<file path="config.mk">
export PLATFORM = sky130hd
export DESIGN_NAME = dual_idac_update_control
export DESIGN_NICKNAME = d
export VERILOG_FILES = /design/src/hdl/idac_pkg.sv /design/src/hdl/dual_idac_update_control.sv /design/src/hdl/start_edge_detect.sv /design/src/hdl/update_channel.sv
export SDC_FILE = /design/constraint.sdc
export NUM_CORES = 1
export LEC_CHECK = 0
export BUFFER_PORTS_ARGS = -buffer_cell sky130_fd_sc_hd__buf_2
export CORE_MARGIN = 5
export CORE_UTILIZATION = 57
export DETAILED_ROUTE_END_ITERATION = 16
export GPL_ROUTABILITY_DRIVEN = 0
export PLACE_DENSITY_LB_ADDON = 0.08
export SETUP_SLACK_MARGIN = 0.02
export SYNTH_ARGS = -nofsm -noshare
export SYNTH_HDL_FRONTEND = slang
export SYNTH_SLANG_ARGS = --single-unit
</file>
<file path="constraint.sdc">
create_clock -name core_clk -period 5.7 [get_ports core_clk]
set_input_delay 0.57 -clock core_clk [delete_from_list [all_inputs] [get_ports core_clk]]
set_output_delay 0.57 -clock core_clk [all_outputs]
set_load 0.05 [all_outputs]
</file>
<file path="src/hdl/idac_pkg.sv">
// Purpose: Shared constants and helpers for the dual current DAC update control.
// Assumes: Eight-bit registers, one per aligned bus word, byte address is four times the index.
// Notes: The data word is twelve bits wide for both converters.
package idac_pkg;

  localparam logic [7:0] IDX_DAC_A_DATA_LOW      = 8'h96;
  localparam logic [7:0] IDX_DAC_A_DATA_HIGH     = 8'h97;
  localparam logic [7:0] IDX_DAC_A_CONTROL       = 8'hb9;
  localparam logic [7:0] IDX_DAC_B_CONTROL       = 8'hb5;
  localparam logic [7:0] IDX_DAC_B_DATA_LOW      = 8'hf4;
  localparam logic [7:0] IDX_DAC_B_DATA_HIGH     = 8'hf5;
  localparam logic [7:0] IDX_REFERENCE_CONTROL   = 8'hd1;

  localparam logic [1:0][7:0] IDX_LOW  = {IDX_DAC_B_DATA_LOW, IDX_DAC_A_DATA_LOW};
  localparam logic [1:0][7:0] IDX_HIGH = {IDX_DAC_B_DATA_HIGH, IDX_DAC_A_DATA_HIGH};
  localparam logic [1:0][7:0] IDX_CTRL = {IDX_DAC_B_CONTROL, IDX_DAC_A_CONTROL};

  localparam int ENABLE_BIT    = 7;
  localparam int SOURCE_MSB    = 6;
  localparam int SOURCE_LSB    = 4;
  localparam int RESERVED_BIT  = 3;
  localparam int JUSTIFY_BIT   = 2;
  localparam int FULLSCALE_MSB = 1;
  localparam int MERGE_BIT     = 7;

  localparam logic [7:0] CTRL_WRITE_MASK = 8'hf7;
  localparam logic [7:0] CTRL_RESET      = 8'h73;
  localparam logic [7:0] DATA_RESET      = 8'h00;
  localparam logic       MERGE_RESET     = 1'b0;

  typedef enum logic [2:0] {
    SRC_TIMER0   = 3'b000,
    SRC_TIMER1   = 3'b001,
    SRC_TIMER2   = 3'b010,
    SRC_TIMER3   = 3'b011,
    SRC_RISE     = 3'b100,
    SRC_FALL     = 3'b101,
    SRC_ANY_EDGE = 3'b110,
    SRC_ON_WRITE = 3'b111
  } update_source_t;

  function automatic logic [11:0] make_word(input logic [7:0] high,
                                            input logic [7:0] low,
                                            input logic       right);
    make_word = right ? {high[3:0], low} : {high, low[7:4]};
  endfunction

endpackage

</file>
<file path="src/hdl/dual_idac_update_control.sv">
// Purpose: Register file and update scheduling for two twelve-bit current DACs.
// Assumes: Classic Wishbone slave, 8-bit registers in the low lane of 32-bit words.
// Notes: One wait state on every access; unmapped addresses answer with zero.
// How it works
// - Left justified, high byte holds the top eight bits of the word.
// - Right justified, high byte bits 3-0 hold top four bits; 7-4 are zero.
// - Left justified, low byte bits 7-4 hold bottom four bits; 3-0 are zero.
// - Right justified, low byte holds the bottom eight bits of the word.
// - Control bit 7 enables the converter.
// - Source codes 000 to 011 update on timer 0 to 3 overflow.
// - Codes 100, 101, 110 update on rising, falling or any start edge.
// - Code 111 updates on a write to the high data byte.
// - Control bit 3 is reserved, reads zero, software writes zero.
// - Control bit 2 selects left or right justification.
// - Control bits 1-0 select full scale 0.25, 0.5, 1 or 2 mA.
// - First converter drives P0.0; second drives P0.0 or P0.1 by merge select.
// - With both converters disabled the pins stay ordinary GPIO.
// - An enabled converter takes its pin: driver and pull-up off, analog on.
// - Both enabled with merge set puts both outputs on P0.0.
// - On-write mode holds low byte writes until the high byte write.
// - Timer modes hold data until overflow; timers 2, 3 follow their width mode.
// - Edge modes hold data and copy both bytes on the chosen edge.
//
// Local design decision: the Wishbone slave port.
`timescale 1ns/10ps
module dual_idac_update_control (
  // Clock and reset
  input  wire logic             core_clk,
  input  wire logic             rst_n,
  // Wishbone slave
  input  wire logic             wb_cyc_i,
  input  wire logic             wb_stb_i,
  input  wire logic             wb_we_i,
  input  wire logic [9:0]       wb_adr_i,
  input  wire logic [3:0]       wb_sel_i,
  input  wire logic [31:0]      wb_dat_i,
  output logic      [31:0]      wb_dat_o,
  output logic                  wb_ack_o,
  // Timer overflow events
  input  wire logic             timer_overflow_0,
  input  wire logic             timer_overflow_1,
  input  wire logic             timer2_low_overflow,
  input  wire logic             timer2_high_overflow,
  input  wire logic             timer2_split_mode,
  input  wire logic             timer3_low_overflow,
  input  wire logic             timer3_high_overflow,
  input  wire logic             timer3_split_mode,
  // External start pin
  input  wire logic             external_convert_start,
  // Converter cores
  output logic      [11:0]      first_current_dac_word,
  output logic      [11:0]      second_current_dac_word,
  output logic      [1:0]       dac_update_strobe,
  output logic      [1:0]       converter_enable_bits,
  output logic      [1:0]       dac_a_fullscale_select,
  output logic      [1:0]       dac_b_fullscale_select,
  // Pin routing
  output logic                  p0_0_analog_connect,
  output logic                  p0_1_analog_connect,
  output logic                  second_dac_on_p0_0
);

  logic [1:0][7:0]  data_low;
  logic [1:0][7:0]  data_high;
  logic [1:0][7:0]  control;
  logic             output_merge_select;

  logic [7:0]       index;
  logic             aligned;
  logic             request;
  logic             bus_write;
  logic [7:0]       read_value;
  logic [3:0]       timer_events;
  logic             start_rise;
  logic             start_fall;
  logic [1:0][11:0] latch_words;
  logic [1:0]       strobes;

  assign index   = wb_adr_i[9:2];
  assign aligned = (wb_adr_i[1:0] == 2'b00);
  assign request = wb_cyc_i & wb_stb_i & ~wb_ack_o;

  // Writes land on the edge where the master sees ack, matching the classic handshake.
  assign bus_write = wb_cyc_i & wb_stb_i & wb_we_i & wb_ack_o & wb_sel_i[0] & aligned;

  // Timers 2 and 3 pick the overflow that matches their counting width.
  assign timer_events[0] = timer_overflow_0;
  assign timer_events[1] = timer_overflow_1;
  assign timer_events[2] = timer2_split_mode ? timer2_low_overflow : timer2_high_overflow;
  assign timer_events[3] = timer3_split_mode ? timer3_low_overflow : timer3_high_overflow;

  start_edge_detect start_sync (
    .core_clk (core_clk),
    .rst_n    (rst_n),
    .pin      (external_convert_start),
    .rise     (start_rise),
    .fall     (start_fall)
  );

  genvar ch;
  generate
    for (ch = 0; ch < 2; ch++) begin : g_channel

      always_ff @(posedge core_clk) begin
        if (!rst_n) begin
          data_low[ch] <= idac_pkg::DATA_RESET;
        end else if (bus_write && index == idac_pkg::IDX_LOW[ch]) begin
          data_low[ch] <= wb_dat_i[7:0];
        end
      end

      always_ff @(posedge core_clk) begin
        if (!rst_n) begin
          data_high[ch] <= idac_pkg::DATA_RESET;
        end else if (bus_write && index == idac_pkg::IDX_HIGH[ch]) begin
          data_high[ch] <= wb_dat_i[7:0];
        end
      end

      always_ff @(posedge core_clk) begin
        if (!rst_n) begin
          control[ch] <= idac_pkg::CTRL_RESET;
        end else if (bus_write && index == idac_pkg::IDX_CTRL[ch]) begin
          control[ch] <= wb_dat_i[7:0] & idac_pkg::CTRL_WRITE_MASK;
        end
      end

      update_channel channel (
        .core_clk       (core_clk),
        .rst_n          (rst_n),
        .update_source  (control[ch][idac_pkg::SOURCE_MSB:idac_pkg::SOURCE_LSB]),
        .right_justify  (control[ch][idac_pkg::JUSTIFY_BIT]),
        .high_byte      (data_high[ch]),
        .low_byte       (data_low[ch]),
        .high_write     (bus_write && index == idac_pkg::IDX_HIGH[ch]),
        .high_wdata     (wb_dat_i[7:0]),
        .timer_overflow (timer_events),
        .start_rise     (start_rise),
        .start_fall     (start_fall),
        .latch_word     (latch_words[ch]),
        .update_strobe  (strobes[ch])
      );

      always_ff @(posedge core_clk) begin
        if (!rst_n) begin
          converter_enable_bits[ch] <= 1'b0;
        end else begin
          converter_enable_bits[ch] <= control[ch][idac_pkg::ENABLE_BIT];
        end
      end

    end
  endgenerate

  assign first_current_dac_word  = latch_words[0];
  assign second_current_dac_word = latch_words[1];
  assign dac_update_strobe       = strobes;

  // The analog core decodes the code into its current range.
  always_ff @(posedge core_clk) begin
    if (!rst_n) begin
      dac_a_fullscale_select <= idac_pkg::CTRL_RESET[idac_pkg::FULLSCALE_MSB:0];
      dac_b_fullscale_select <= idac_pkg::CTRL_RESET[idac_pkg::FULLSCALE_MSB:0];
    end else begin
      dac_a_fullscale_select <= control[0][idac_pkg::FULLSCALE_MSB:0];
      dac_b_fullscale_select <= control[1][idac_pkg::FULLSCALE_MSB:0];
    end
  end

  // Only the merge select bit of the reference control register lives here.
  always_ff @(posedge core_clk) begin
    if (!rst_n) begin
      output_merge_select <= idac_pkg::MERGE_RESET;
    end else if (bus_write && index == idac_pkg::IDX_REFERENCE_CONTROL) begin
      output_merge_select <= wb_dat_i[idac_pkg::MERGE_BIT];
    end
  end

  // A connect output high means driver and pull-up off, converter on the pin.
  // Routing follows the registered enables, so a pin switches one cycle after them.
  always_ff @(posedge core_clk) begin
    if (!rst_n) begin
      p0_0_analog_connect <= 1'b0;
      p0_1_analog_connect <= 1'b0;
      second_dac_on_p0_0  <= 1'b0;
    end else begin
      p0_0_analog_connect <= converter_enable_bits[0]
                           | (converter_enable_bits[1] & output_merge_select);
      p0_1_analog_connect <= converter_enable_bits[1] & ~output_merge_select;
      second_dac_on_p0_0  <= converter_enable_bits[1] & output_merge_select;
    end
  end

  // Data bytes keep every written bit; the unused nibble is hidden on read.
  always_comb begin
    read_value = 8'h00;
    for (int i = 0; i < 2; i++) begin
      if (index == idac_pkg::IDX_LOW[i]) begin
        read_value = control[i][idac_pkg::JUSTIFY_BIT]
                   ? data_low[i]
                   : {data_low[i][7:4], 4'h0};
      end
      if (index == idac_pkg::IDX_HIGH[i]) begin
        read_value = control[i][idac_pkg::JUSTIFY_BIT]
                   ? {4'h0, data_high[i][3:0]}
                   : data_high[i];
      end
      if (index == idac_pkg::IDX_CTRL[i]) begin
        read_value = control[i];
      end
    end
    if (index == idac_pkg::IDX_REFERENCE_CONTROL) begin
      read_value = {output_merge_select, 7'h00};
    end
    if (!aligned) begin
      read_value = 8'h00;
    end
  end

  always_ff @(posedge core_clk) begin
    if (!rst_n) begin
      wb_ack_o <= 1'b0;
    end else begin
      wb_ack_o <= request;
    end
  end

  always_ff @(posedge core_clk) begin
    if (!rst_n) begin
      wb_dat_o <= 32'h0000_0000;
    end else if (request) begin
      wb_dat_o <= {24'h00_0000, read_value};
    end
  end
endmodule

</file>
<file path="src/hdl/start_edge_detect.sv">
// Purpose: Brings the external conversion-start pin into the core clock and finds its edges.
// Assumes: The pin is asynchronous to core_clk.
// Notes: Each edge gives one single-cycle pulse, two edges of delay after the pin moves.
`timescale 1ns/10ps
module start_edge_detect (
  // Clock and reset
  input  wire logic core_clk,
  input  wire logic rst_n,
  // Pin and edge pulses
  input  wire logic pin,
  output logic      rise,
  output logic      fall
);

  logic meta;
  logic stable;
  logic prev;

  // Only stable feeds the detector, so a metastable sample never makes a pulse.
  always_ff @(posedge core_clk) begin
    if (!rst_n) begin
      meta   <= 1'b0;
      stable <= 1'b0;
      prev   <= 1'b0;
    end else begin
      meta   <= pin;
      stable <= meta;
      prev   <= stable;
    end
  end

  assign rise = stable & ~prev;
  assign fall = ~stable & prev;
endmodule

</file>
<file path="src/hdl/update_channel.sv">
// Purpose: Staging-to-latch transfer for one current DAC.
// Assumes: Timer overflow pulses and the write strobe are on core_clk.
// Notes: The latch is the converter input word and is held between update events.
`timescale 1ns/10ps
module update_channel (
  // Clock and reset
  input  wire logic        core_clk,
  input  wire logic        rst_n,
  // Configuration
  input  wire logic [2:0]  update_source,
  input  wire logic        right_justify,
  // Staged bytes and high byte write
  input  wire logic [7:0]  high_byte,
  input  wire logic [7:0]  low_byte,
  input  wire logic        high_write,
  input  wire logic [7:0]  high_wdata,
  // Update events
  input  wire logic [3:0]  timer_overflow,
  input  wire logic        start_rise,
  input  wire logic        start_fall,
  // Converter side
  output logic      [11:0] latch_word,
  output logic             update_strobe
);

  logic        trigger;
  logic [11:0] next_word;

  always_comb begin
    trigger   = 1'b0;
    next_word = idac_pkg::make_word(high_byte, low_byte, right_justify);
    unique case (idac_pkg::update_source_t'(update_source))
      idac_pkg::SRC_TIMER0,
      idac_pkg::SRC_TIMER1,
      idac_pkg::SRC_TIMER2,
      idac_pkg::SRC_TIMER3: begin
        trigger = timer_overflow[update_source[1:0]];
      end
      idac_pkg::SRC_RISE: begin
        trigger = start_rise;
      end
      idac_pkg::SRC_FALL: begin
        trigger = start_fall;
      end
      idac_pkg::SRC_ANY_EDGE: begin
        trigger = start_rise | start_fall;
      end
      idac_pkg::SRC_ON_WRITE: begin
        // The new high byte bypasses its register so the update is not a cycle late.
        trigger   = high_write;
        next_word = idac_pkg::make_word(high_wdata, low_byte, right_justify);
      end
    endcase
  end

  always_ff @(posedge core_clk) begin
    if (!rst_n) begin
      latch_word <= 12'h000;
    end else if (trigger) begin
      latch_word <= next_word;
    end
  end

  always_ff @(posedge core_clk) begin
    if (!rst_n) begin
      update_strobe <= 1'b0;
    end else begin
      update_strobe <= trigger;
    end
  end
endmodule

</file>
# --- Word-level counts from Yosys, hierarchy flattened ---
# Cells that the tools add are included.
op_classes:
  reduce_logical: 12
  n_mux: 26
  shift: 0
  n_div: 0
  bitwise_logic: 16
  n_addsub: 0
  n_eq_ne: 21
  multipliers: 0
  order_cmp: 2
op_table:
  columns: ["op", "count"]
  rows:
  - ["$mux 8", 10]
  - ["$mux 12", 6]
  - ["$eq 8x8->1 const B", 7]
  - ["$eq 3x3->1 const B", 8]
  - ["$eq 3x2->1 const B", 4]
  - ["$and 1x1->1", 10]
  - ["$pmux 1 s5", 2]
  - ["$mux 4", 2]
  - ["$reduce_or 4->1", 2]
  - ["$logic_and 1x1->1", 7]
  - ["$eq 3x1->1 const B", 2]
  - ["$logic_not 3->1", 2]
  - ["$lt 2x3->1 const B", 2]
  - ["$bmux 1 s2", 2]
  - ["$mux 1", 4]
  - ["$not 1->1", 4]
  - ["$logic_not 2->1", 1]
  - ["$or 1x1->1", 2]
word_totals:
  ram_bits: 0
  romBits: 0
  input_bits: 60
  ff_bits: 94
  latchBits: 0
  mem_count: 0

# --- Logic depth before layout (Yosys ltp) ---
# Gate-level depths: netlist of the first run.
depth:
  word_depth: 9
  ltp_mapped: 8
  mapped_depth_nobuf: 7

# --- Modules after synthesis ---
# Synthesis of the first run repeated with hierarchy kept, for this count alone.
unflattened:
  hier_cells: 569
  area_unflattened_um2: 4792.1
by_module_without_submodules:
  columns: ["module", "area_each_um2", "n_inst", "cells_per_inst", "seq_area_each_um2"]
  rows:
  - ["dual_idac_update_control", 3149.3, 1, 391, 1301.2]
  - ["update_channel", 775.7, 2, 85, 260.2]
  - ["start_edge_detect", 91.3, 1, 8, 60.1]

# --- Worst setup path before layout of the first run ---
# No wires, ideal clock.
synth_timing:
  path_type: "register to register"
  start: "register wb_ack_o"
  end: "register g_channel[1].channel.latch_word[10]"
  path_stages_with_launch: 8
  arrival_ns: 2.011
  setup_ns: 0.122
  setup_slack_ns: 3.567
  cell_sequence: "dfxtp_1 nand4bb_1 or4_1 buf_6 nor2_4 o32ai_2 buf_6 mux2i_1"
synth_via:
  elab_chain_cells: 5
synth_lines:
  columns: ["element", "line_no", "text"]
  rows:
  - ["from (decl)", "dual_idac_update_control.sv:38", "output logic wb_ack_o,"]
  - ["from (signal assigned)", "dual_idac_update_control.sv:224", "wb_ack_o <= request;"]
  - ["$and 1x1->1 (3 in a row)", "dual_idac_update_control.sv:84", "assign bus_write = wb_cyc_i & wb_stb_i & wb_we_i & wb_ack_o & wb_sel_i[0] & aligned;"]
  - ["$logic_and 1x1->1", "dual_idac_update_control.sv:135", ".high_write (bus_write && index == idac_pkg::IDX_HIGH[ch]),"]
  - ["$pmux 1 s5", "update_channel.sv:32", "unique case (idac_pkg::update_source_t'(update_source))"]
  - ["to (signal assigned)", "update_channel.sv:60", "latch_word <= next_word;"]
  - ["to (decl)", "update_channel.sv:22", "output logic [11:0] latch_word,"]
# No other way between the ends.
# A chain may end at the register's enable or synchronous reset.

# --- Worst setup path in the final report of the first run ---
layout_timing:
  start: "input port wb_adr_i[8]"
  end: "register g_channel[0].channel.latch_word[10]"
layout_via:
  elab_chain_cells: 3
layout_lines:
  columns: ["element", "line_no", "text"]
  rows:
  - ["from (decl)", "dual_idac_update_control.sv:34", "input wire logic [9:0] wb_adr_i,"]
  - ["$eq 8x8->1", "dual_idac_update_control.sv:135", null]
  - ["$logic_and 1x1->1", "dual_idac_update_control.sv:135", null]
  - ["$pmux 1 s5", "update_channel.sv:32", null]
  - ["to (signal assigned)", "update_channel.sv:60", null]
  - ["to (decl)", "update_channel.sv:22", null]
# No other way between the ends.

==> flow_summary.ini, run 1 <==
[outcome]
run_status = finished, final reports clean

[cts]
postCtsResizedCells = 0
cts_setup_buffers = 0
cts_buffer_depth = 2
cts_hold_buf = 0
clock_latency_ns = 0.35
h-tree-depth = 3
clock-sinks = 94
clkTransAtPathRegs_ns = 0.09
cts-buffers-inserted = 9
cts_root_buffer = clkbuf_8
tritoncts = built

[synth]
yosys_warnings = 0
synth_edf_count = 0
synth_top_cell_by_area = dfxtp_1
synth.top_cell.area_share = 0.388
ys_top_cells_by_count = dfxtp_1, nand2_1, mux2i_1
yosys_register_bits = 94
syn_area_per_cell_sq_um = 8.54
ys_types = 51
synthFlopType = dfxtp_1
syn-instance-count = 568
synth_most_common_cell = dfxtp_1
synthTopCellsByArea = dfxtp_1, mux2i_1, nand2_1
ys_seq_area_frac = 0.388
syn-cell-area_sq_um = 4850
ys_async_sr_fraction = 0

[routing]
via_per_inst = 5.70
dr.max_layer_used = met4
drt_wl_total_microns = 11800
dr.pass1.iters = 5
route.met2.wl_microns = 5450
wl_met1_microns = 5280
drt-initial-drc-count = 189
final_antenna_net_count = 0
route.detailed.drc = 0
wl_met3_microns = 832
detailroute.via_count = 4136
wl_per_cell_microns = 16.3

[timing]
drv_slew = 0
tns_ns = 0
whs_ns = 0.415
fmax_mhz = 428
final-hold-violation-count = 0
tightest_slew_ns = 0.864
fin_crit_ns = 2.34
setup_viol = 0
grt_setup_unrepaired = no
relSlewSlack = 0.424
fin_skew_ns = 0.00892
period_share = 0.410

[global_routing]
antenna_found_initial = 0
overflow = 0
track_usage = 0.229
grt_first_pass_wirelength_microns = 18800
grt_max_degree = 71
first_global_vias = 3900

[hold_path]
hold_path.class = input pin to flip-flop

[placed_design]
dpl.hpwl_microns = 8700
place_area_sq_um = 5110
portBuffers = 76
dp.cells = 710

[power]
p_per_area_nw_per_um2 = 228
fin_total_pwr_mw = 1.21
p_int_mw = 0.886
p_switching_mw = 0.324
leakagePower_nw = 2.38
seq_power_share = 0.544
clockPowerShare = 0.367
ir_drop_v = 0.000114
switching_share = 0.268
pwr-share-comb = 0.090

[setup_path]
crit_path_start_kind = input pin
cp_slowest_cell = o21ai_2
worstSetupEndpointType = flip-flop
required_ns = 5.96
cp_max_fo = 19
path_cells = buf_2 -> nand4bb_1 -> nor4_2 -> buf_4 -> and3_1 -> o21ai_2 -> mux2i_1
crit_arrival_ns = 2.60
critPathKind = input pin to flip-flop
cp_slowest_stage_delay_ns = 0.67

[floorplan]
die_y_microns = 102
boundaryPins = 128
die_area_sq_um = 10500
rows = 33
die_w_microns = 102
initial_core_util = 0.587
core_area_sq_um = 8260

[cells_and_area]
final_cells = 726
final_area_sq_um = 5310
antenna_cells = 0
fin_nets = 678
regArea_sq_um = 1880
nFillCells = 751
area_growth_pct = 9.44
layout-drive-gt1-share = 0.184
multi_input_area_sq_um = 2660

[run]
drv_cap = 0
-- critical path: cells and delay by family --
family          cells  cell delay, ns
compound gates      1            0.67
mux                 1            0.32
buf+inv             2            0.54
simple gates        3            0.49
-- layer usage --
layer,GRT usage,up-vias
met3,0.0478,21
met2,0.363,150
met1,0.302,1953
met5,0,-
li1,-,2012
met4,0.0969,0
-- cell type report --
cell class,instances,share of cell area
Multi-Input combinational cell,422,0.500
Sequential cell,94,0.354
Timing Repair Buffer,80,0.0773
Tap cell,105,0.0247
Clock buffer,10,0.0240
Clock inverter,6,0.0127
Inverter,9,0.00636
-- flip-flops by register name (all words and copies together), names as in the netlist, 2 cells and up --
signal and cells:
control 14, converter_enable_bits 2, dac_a_fullscale_select 2, dac_b_fullscale_select 2
data_high 16, data_low 16, g_channel.channel.latch_word 24, g_channel.channel.update_strobe 2
wb_dat_o 8
-- cell families (layout without fill, tap and decap cells) --
| kind of cell | Yosys count | after routing | synth area share |
|---|---|---|---|
| adders and majority gates | 2 | 2 | 0.00516 |
| AOI/OAI and AO/OA | 72 | 72 | 0.0993 |
| muxes | 89 | 89 | 0.186 |
| other | 1 | 24 | 0.000773 |
| buffers and inverters | 75 | 105 | 0.0836 |
| and+or+nand+nor | 235 | 235 | 0.237 |
| DFF | 94 | 94 | 0.388 |
-- power by group through the flow --
| stage | combinational [mW] | clock [mW] | sequential (mW) |
|---|---|---|---|
| 2_1_floorplan | 0.0918 | 0 | 0.674 |
| 3_3_place_gp | 0.105 | 0 | 0.673 |
| 3_5_place_dp | 0.107 | 0 | 0.673 |
| 4_1_cts | 0.108 | 0.450 | 0.658 |
| 5_1_grt | 0.116 | 0.481 | 0.658 |
| 6_report | 0.108 | 0.444 | 0.658 |
-- placed cells by master, fill, tap and decap left out, types with 5 or more instances in the layout --
cell / count
dfxtp_1: 94
nand2_1: 90
mux2i_1: 80
buf_2: 76
nor2_1: 63
o21ai_0: 24
conb_1: 24
nand3_1: 14
nand2b_1: 14
a21oi_1: 10
inv_1: 9
or4_1: 9
nor2b_1: 9
mux2_2: 9
clkbuf_8: 9
a31oi_1: 7
nand4bb_1: 6
o211ai_1: 6
o22ai_1: 5
-- stage by stage --
stage / worst slack [ns] / util
2_1_floorplan: 3.57 / -
3_3_place_gp: 3.06 / 0.619
3_5_place_dp: 3.03 / 0.619
4_1_cts: 3.38 / 0.643
5_1_grt: 3.25 / 0.643
6_report: 3.36 / 0.643
-- final timing paths --
kind	cells after the start	startpoint	slack [ns]	endpoint
max	7	wb_adr_i[8]	3.36	g_channel[0].channel.latch_word[10]$_SDFFE_PN0P_
min	2	external_convert_start	0.41	start_sync.meta$_SDFF_PN0_
max reg2reg	5	wb_ack_o$_SDFF_PN0_	3.45	wb_dat_o[6]$_SDFFE_PN0P_
min reg2reg	2	converter_enable_bits[1]$_SDFF_PN0_	0.45	p0_1_analog_connect$_SDFF_PN0_
Power figures use the tool's default switching activity.
==> run 2: changes to the inputs <==
CORE_UTILIZATION = 48   (was 57)
clock period = 2 ns   (was 5.7 ns; I/O delays follow)
==> flow_summary.ini, run 2 (synthesis results as in run 1) <==
[outcome]
run_status = finished, final reports clean

[setup_path]
ff2ff_path_depth = 4
crit_path_start_kind = flip-flop
required_ns = 2.29
r2r_end = wb_dat_o[6]$_SDFFE_PN0P_
cp_slowest_stage_delay_ns = 0.51
critPathKind = flip-flop to flip-flop
crit_arrival_ns = 2.18
cp_slowest_cell = nor3_1
critPathBufInv = 0
worstSetupEndpointType = flip-flop
cp_max_fo = 12
reg2reg_setup_slack_ns = 0.11
cp-startpoint = control[2]$_SDFFE_PN0P_
reg2reg_from = control[2]$_SDFFE_PN0P_
cp_top_family = simple AND/OR/NAND/NOR gates
path_cells = nor3_1 -> a221oi_1 -> or4_1 -> a31oi_1

[timing]
setup_viol = 0
fmax_mhz = 529
tightest_slew_ns = 0.555
drv_slew = 0
grt_setup_unrepaired = yes
tns_ns = 0
period_share = 0.946
relSlewSlack = 0.629
fin_crit_ns = 1.89
final-hold-violation-count = 0
setup_ws_ns = 0.108
fin_skew_ns = 0.00651

[cts]
h-tree-depth = 3
cts-buffers-inserted = 9
cts_setup_buffers = 0
clock_latency_ns = 0.36
clkTransAtPathRegs_ns = 0.09
cts_buffer_depth = 2
clock-sinks = 94
cts_hold_buf = 0
tritoncts = built
cts_root_buffer = clkbuf_8

[cells_and_area]
area_growth_pct = 14.6
layout_common_cells = dfxtp_1, nand2_1, mux2i_1
top_register = g_channel.channel.latch_word
nFillCells = 928
layout-drive-gt1-share = 0.216
largest_registers = g_channel.channel.latch_word: 24 flops, data_high: 16 flops, data_low: 16 flops
fin_nets = 702
antenna_cells = 0
final_common_cell = dfxtp_1
largest_reg_flops = 24

[floorplan]
initial_core_util = 0.494
die_y_microns = 111
die_area_sq_um = 12200
core_area_sq_um = 9820
boundaryPins = 128
rows = 36
die_w_microns = 111

[power]
p_per_area_nw_per_um2 = 620
ir_drop_v = 0.000276
leakagePower_nw = 2.51

[global_routing]
grt_max_degree = 40
track_usage = 0.202
overflow = 0
first_global_vias = 4038
gr-usage-met2 = 0.312
grt_most_used_layer = met2
grt_first_pass_wirelength_microns = 20500
gr-usage-met3 = 0.0394
use_met1 = 0.274
antenna_found_initial = 0

[hold_path]
hold_end = start_sync.meta$_SDFF_PN0_
hold_path.class = input pin to flip-flop
min_delay_path_depth = 2
hold_start = external_convert_start

[routing]
via_per_inst = 5.38
wl_per_cell_microns = 16.0
dr.pass1.iters = 4
drt-initial-drc-count = 264
route.detailed.drc = 0
final_antenna_net_count = 0
detailroute.via_count = 4183
drt_wl_total_microns = 12400

[placed_design]
dpl.hpwl_microns = 9390
portBuffers = 76
place_ws_ns = -0.0372

[run]
drv_cap = 0
[run 2: final cells by class]
class	count	area, sq um	area share
clock buffer	12	145	0.0261
clock inverter	3	45.0	0.00810
inverter	9	33.8	0.00608
multi-input combinational	422	2670	0.480
sequential	94	1880	0.339
tap	133	166	0.0299
timing repair buffer	104	616	0.111
[run 2: worst max path at each step]
stage,end,depth (start not counted)
final,wb_dat_o[6]$_SDFFE_PN0P_,4
after global routing,wb_dat_o[6]$_SDFFE_PN0P_,4
after CTS,g_channel[1].channel.latch_word[6]$_SDFFE_PN0P_,6
after detailed placement,g_channel[0].channel.latch_word[3]$_SDFFE_PN0P_,7
after global placement,wb_dat_o[5]$_SDFFE_PN0P_,6
after floorplan,wb_dat_o[4]$_SDFFE_PN0P_,6
[run 2: metrics by stage]
stage          cell area, sq um  power (mW)  utilization  std cells  hold slack [ns]
2_1_floorplan              4940        2.18            -        591            0.327
3_3_place_gp               5360        2.24        0.545        762            0.411
3_5_place_dp               5360        2.24        0.545        762            0.413
4_1_cts                    5550        3.48        0.565        777           0.0242
5_1_grt                    5560        3.60        0.566        777           0.0262
6_report                   5560        3.45        0.566        777           0.0433
[run 2: worst register-to-register path, stage by stage, from the launching register on]
cell	delay, ns
dfxtp_1	0.45
nor3_1	0.51
a221oi_1	0.19
or4_1	0.51
a31oi_1	0.17
[run 2: report_power, final]
| part | total (mW) | internal, mW | switching (mW) |
|---|---|---|---|
| logic | 0.324 | 0.0788 | 0.245 |
| registers | 1.87 | 1.87 | 0.00187 |
| clock network | 1.25 | 0.607 | 0.642 |
| total | 3.45 | 2.56 | 0.889 |
[run 2: metal layers]
metal	routed length [microns]	up-vias
li1	-	2056
met1	5710	1956
met2	5520	148
met3	877	23
met4	313	0
met5	0	-
[run 2: timing repair]
action                                  CTS  global route
pin swaps                                 0             1
resized for setup                         1             2
endpoints found under the setup margin   12             7
==> run 3: changes to the inputs <==
GPL_TIMING_DRIVEN = 0   (was default)
==> flow_summary.ini, run 3 (synthesis results as in run 1) <==
[routing]
dr.pass1.iters = 8
via_per_inst = 5.41
final_antenna_net_count = 0
drt-initial-drc-count = 345
route.detailed.drc = 0
wl_per_cell_microns = 16.8
detailroute.via_count = 4369
drt_wl_total_microns = 13600

[setup_path]
cp_max_fo = 10
critPathKind = flip-flop to flip-flop
crit_arrival_ns = 2.20
required_ns = 2.28
worstSetupEndpointType = flip-flop
crit_path_start_kind = flip-flop

[cts]
cts_hold_buf = 0
cts-buffers-inserted = 9
cts_buffer_depth = 2
h-tree-depth = 3
clock-sinks = 94
clock_latency_ns = 0.36
clkTransAtPathRegs_ns = 0.10
tritoncts = built
cts_root_buffer = clkbuf_8

[floorplan]
boundaryPins = 128
core_area_sq_um = 9820
die_w_microns = 111
die_area_sq_um = 12200
die_y_microns = 111
rows = 36
initial_core_util = 0.494

[timing]
fin_skew_ns = 0.0129
whs_ns = 0.0490
final-hold-violation-count = 0
relSlewSlack = 0.490
grt_setup_unrepaired = yes
period_share = 0.957
setup_viol = 0
tns_ns = 0
fin_crit_ns = 1.91
tightest_slew_ns = 0.764
setup_ws_ns = 0.0864
fmax_mhz = 523
drv_slew = 0

[placed_design]
portBuffers = 66
dpl.hpwl_microns = 10100
place_area_sq_um = 5440
place_ws_ns = -0.280

[cells_and_area]
antenna_cells = 0
largest_registers = g_channel.channel.latch_word: 24 flops, data_high: 16 flops, data_low: 16 flops
layout_common_cells = dfxtp_1, nand2_1, mux2i_1
top_register = g_channel.channel.latch_word
regArea_sq_um = 1890
layout-drive-gt1-share = 0.211
multi_input_area_sq_um = 2700
largest_reg_flops = 24
nFillCells = 966
final_common_cell = dfxtp_1
area_growth_pct = 17.2
final_area_sq_um = 5690
fin_nets = 731

[global_routing]
grt_first_pass_wirelength_microns = 22000
track_usage = 0.220
antenna_found_initial = 0
overflow = 0
grt_max_degree = 17
first_global_vias = 4304

[hold_path]
hold_path.class = input pin to flip-flop

[power]
ir_drop_v = 0.000412
leakagePower_nw = 2.57
p_per_area_nw_per_um2 = 606

[run]
drv_cap = 0

[outcome]
run_status = finished, final reports clean
-- run 3: stage by stage --
step	power, mW	util	std cells
2_1_floorplan	2.18	-	591
4_1_cts	3.46	0.574	806
6_report	3.45	0.579	807
3_3_place_gp	2.27	0.554	790
5_1_grt	3.59	0.579	807
3_5_place_dp	2.28	0.554	790
-- run 3: cell type report --
cell class	count	share of cell area
multi-input combinational	422	0.474
sequential	94	0.332
buffer	64	0.0649
timing repair buffer	69	0.0620
tap	133	0.0293
clock buffer	11	0.0249
clock inverter	5	0.00726
inverter	9	0.00594
-- run 3: per-layer routing --
layer  part of all wire  global-route usage  wire, microns
met1               0.46               0.295           6190
met2               0.45               0.348           6130
met3              0.072              0.0525            981
met4              0.019              0.0706            261
met5                  0                   0              0
-- run 3: worst max-delay path, cell delays in order (launching register included) --
cell	delay [ns]
dfxtp_4	0.37
nand3b_1	0.20
nor3_2	0.26
nand2b_1	0.13
buf_4	0.19
or4_1	0.52
a31oi_1	0.17
-- run 3: power by group --
group          switching, mW  leakage (nW)  total, mW  internal [mW]
combinational          0.266          1.72      0.371          0.105
sequential           0.00261         0.759       1.88           1.87
clock                  0.701        0.0866       1.20          0.499
total                  0.970          2.57       3.45           2.48
-- run 3: timing repair --
item                                    in CTS  in global routing
buffers inserted                             1                  2
endpoints found under the hold margin        0                  0
endpoints found under the setup margin      14                 27
pin swaps                                    0                  4
gates resized for setup                      3                 11
-- run 3: final timing paths --
path                                          to  depth (start not counted)  slack [ns]                                start
setup / recovery        wb_dat_o[6]$_SDFFE_PN0P_                          6        0.09                  wb_ack_o$_SDFF_PN0_
setup reg to reg        wb_dat_o[6]$_SDFFE_PN0P_                          6        0.09                  wb_ack_o$_SDFF_PN0_
hold / removal        start_sync.meta$_SDFF_PN0_                          2        0.05               external_convert_start
hold reg to reg   p0_1_analog_connect$_SDFF_PN0_                          2        0.45  converter_enable_bits[1]$_SDFF_PN0_
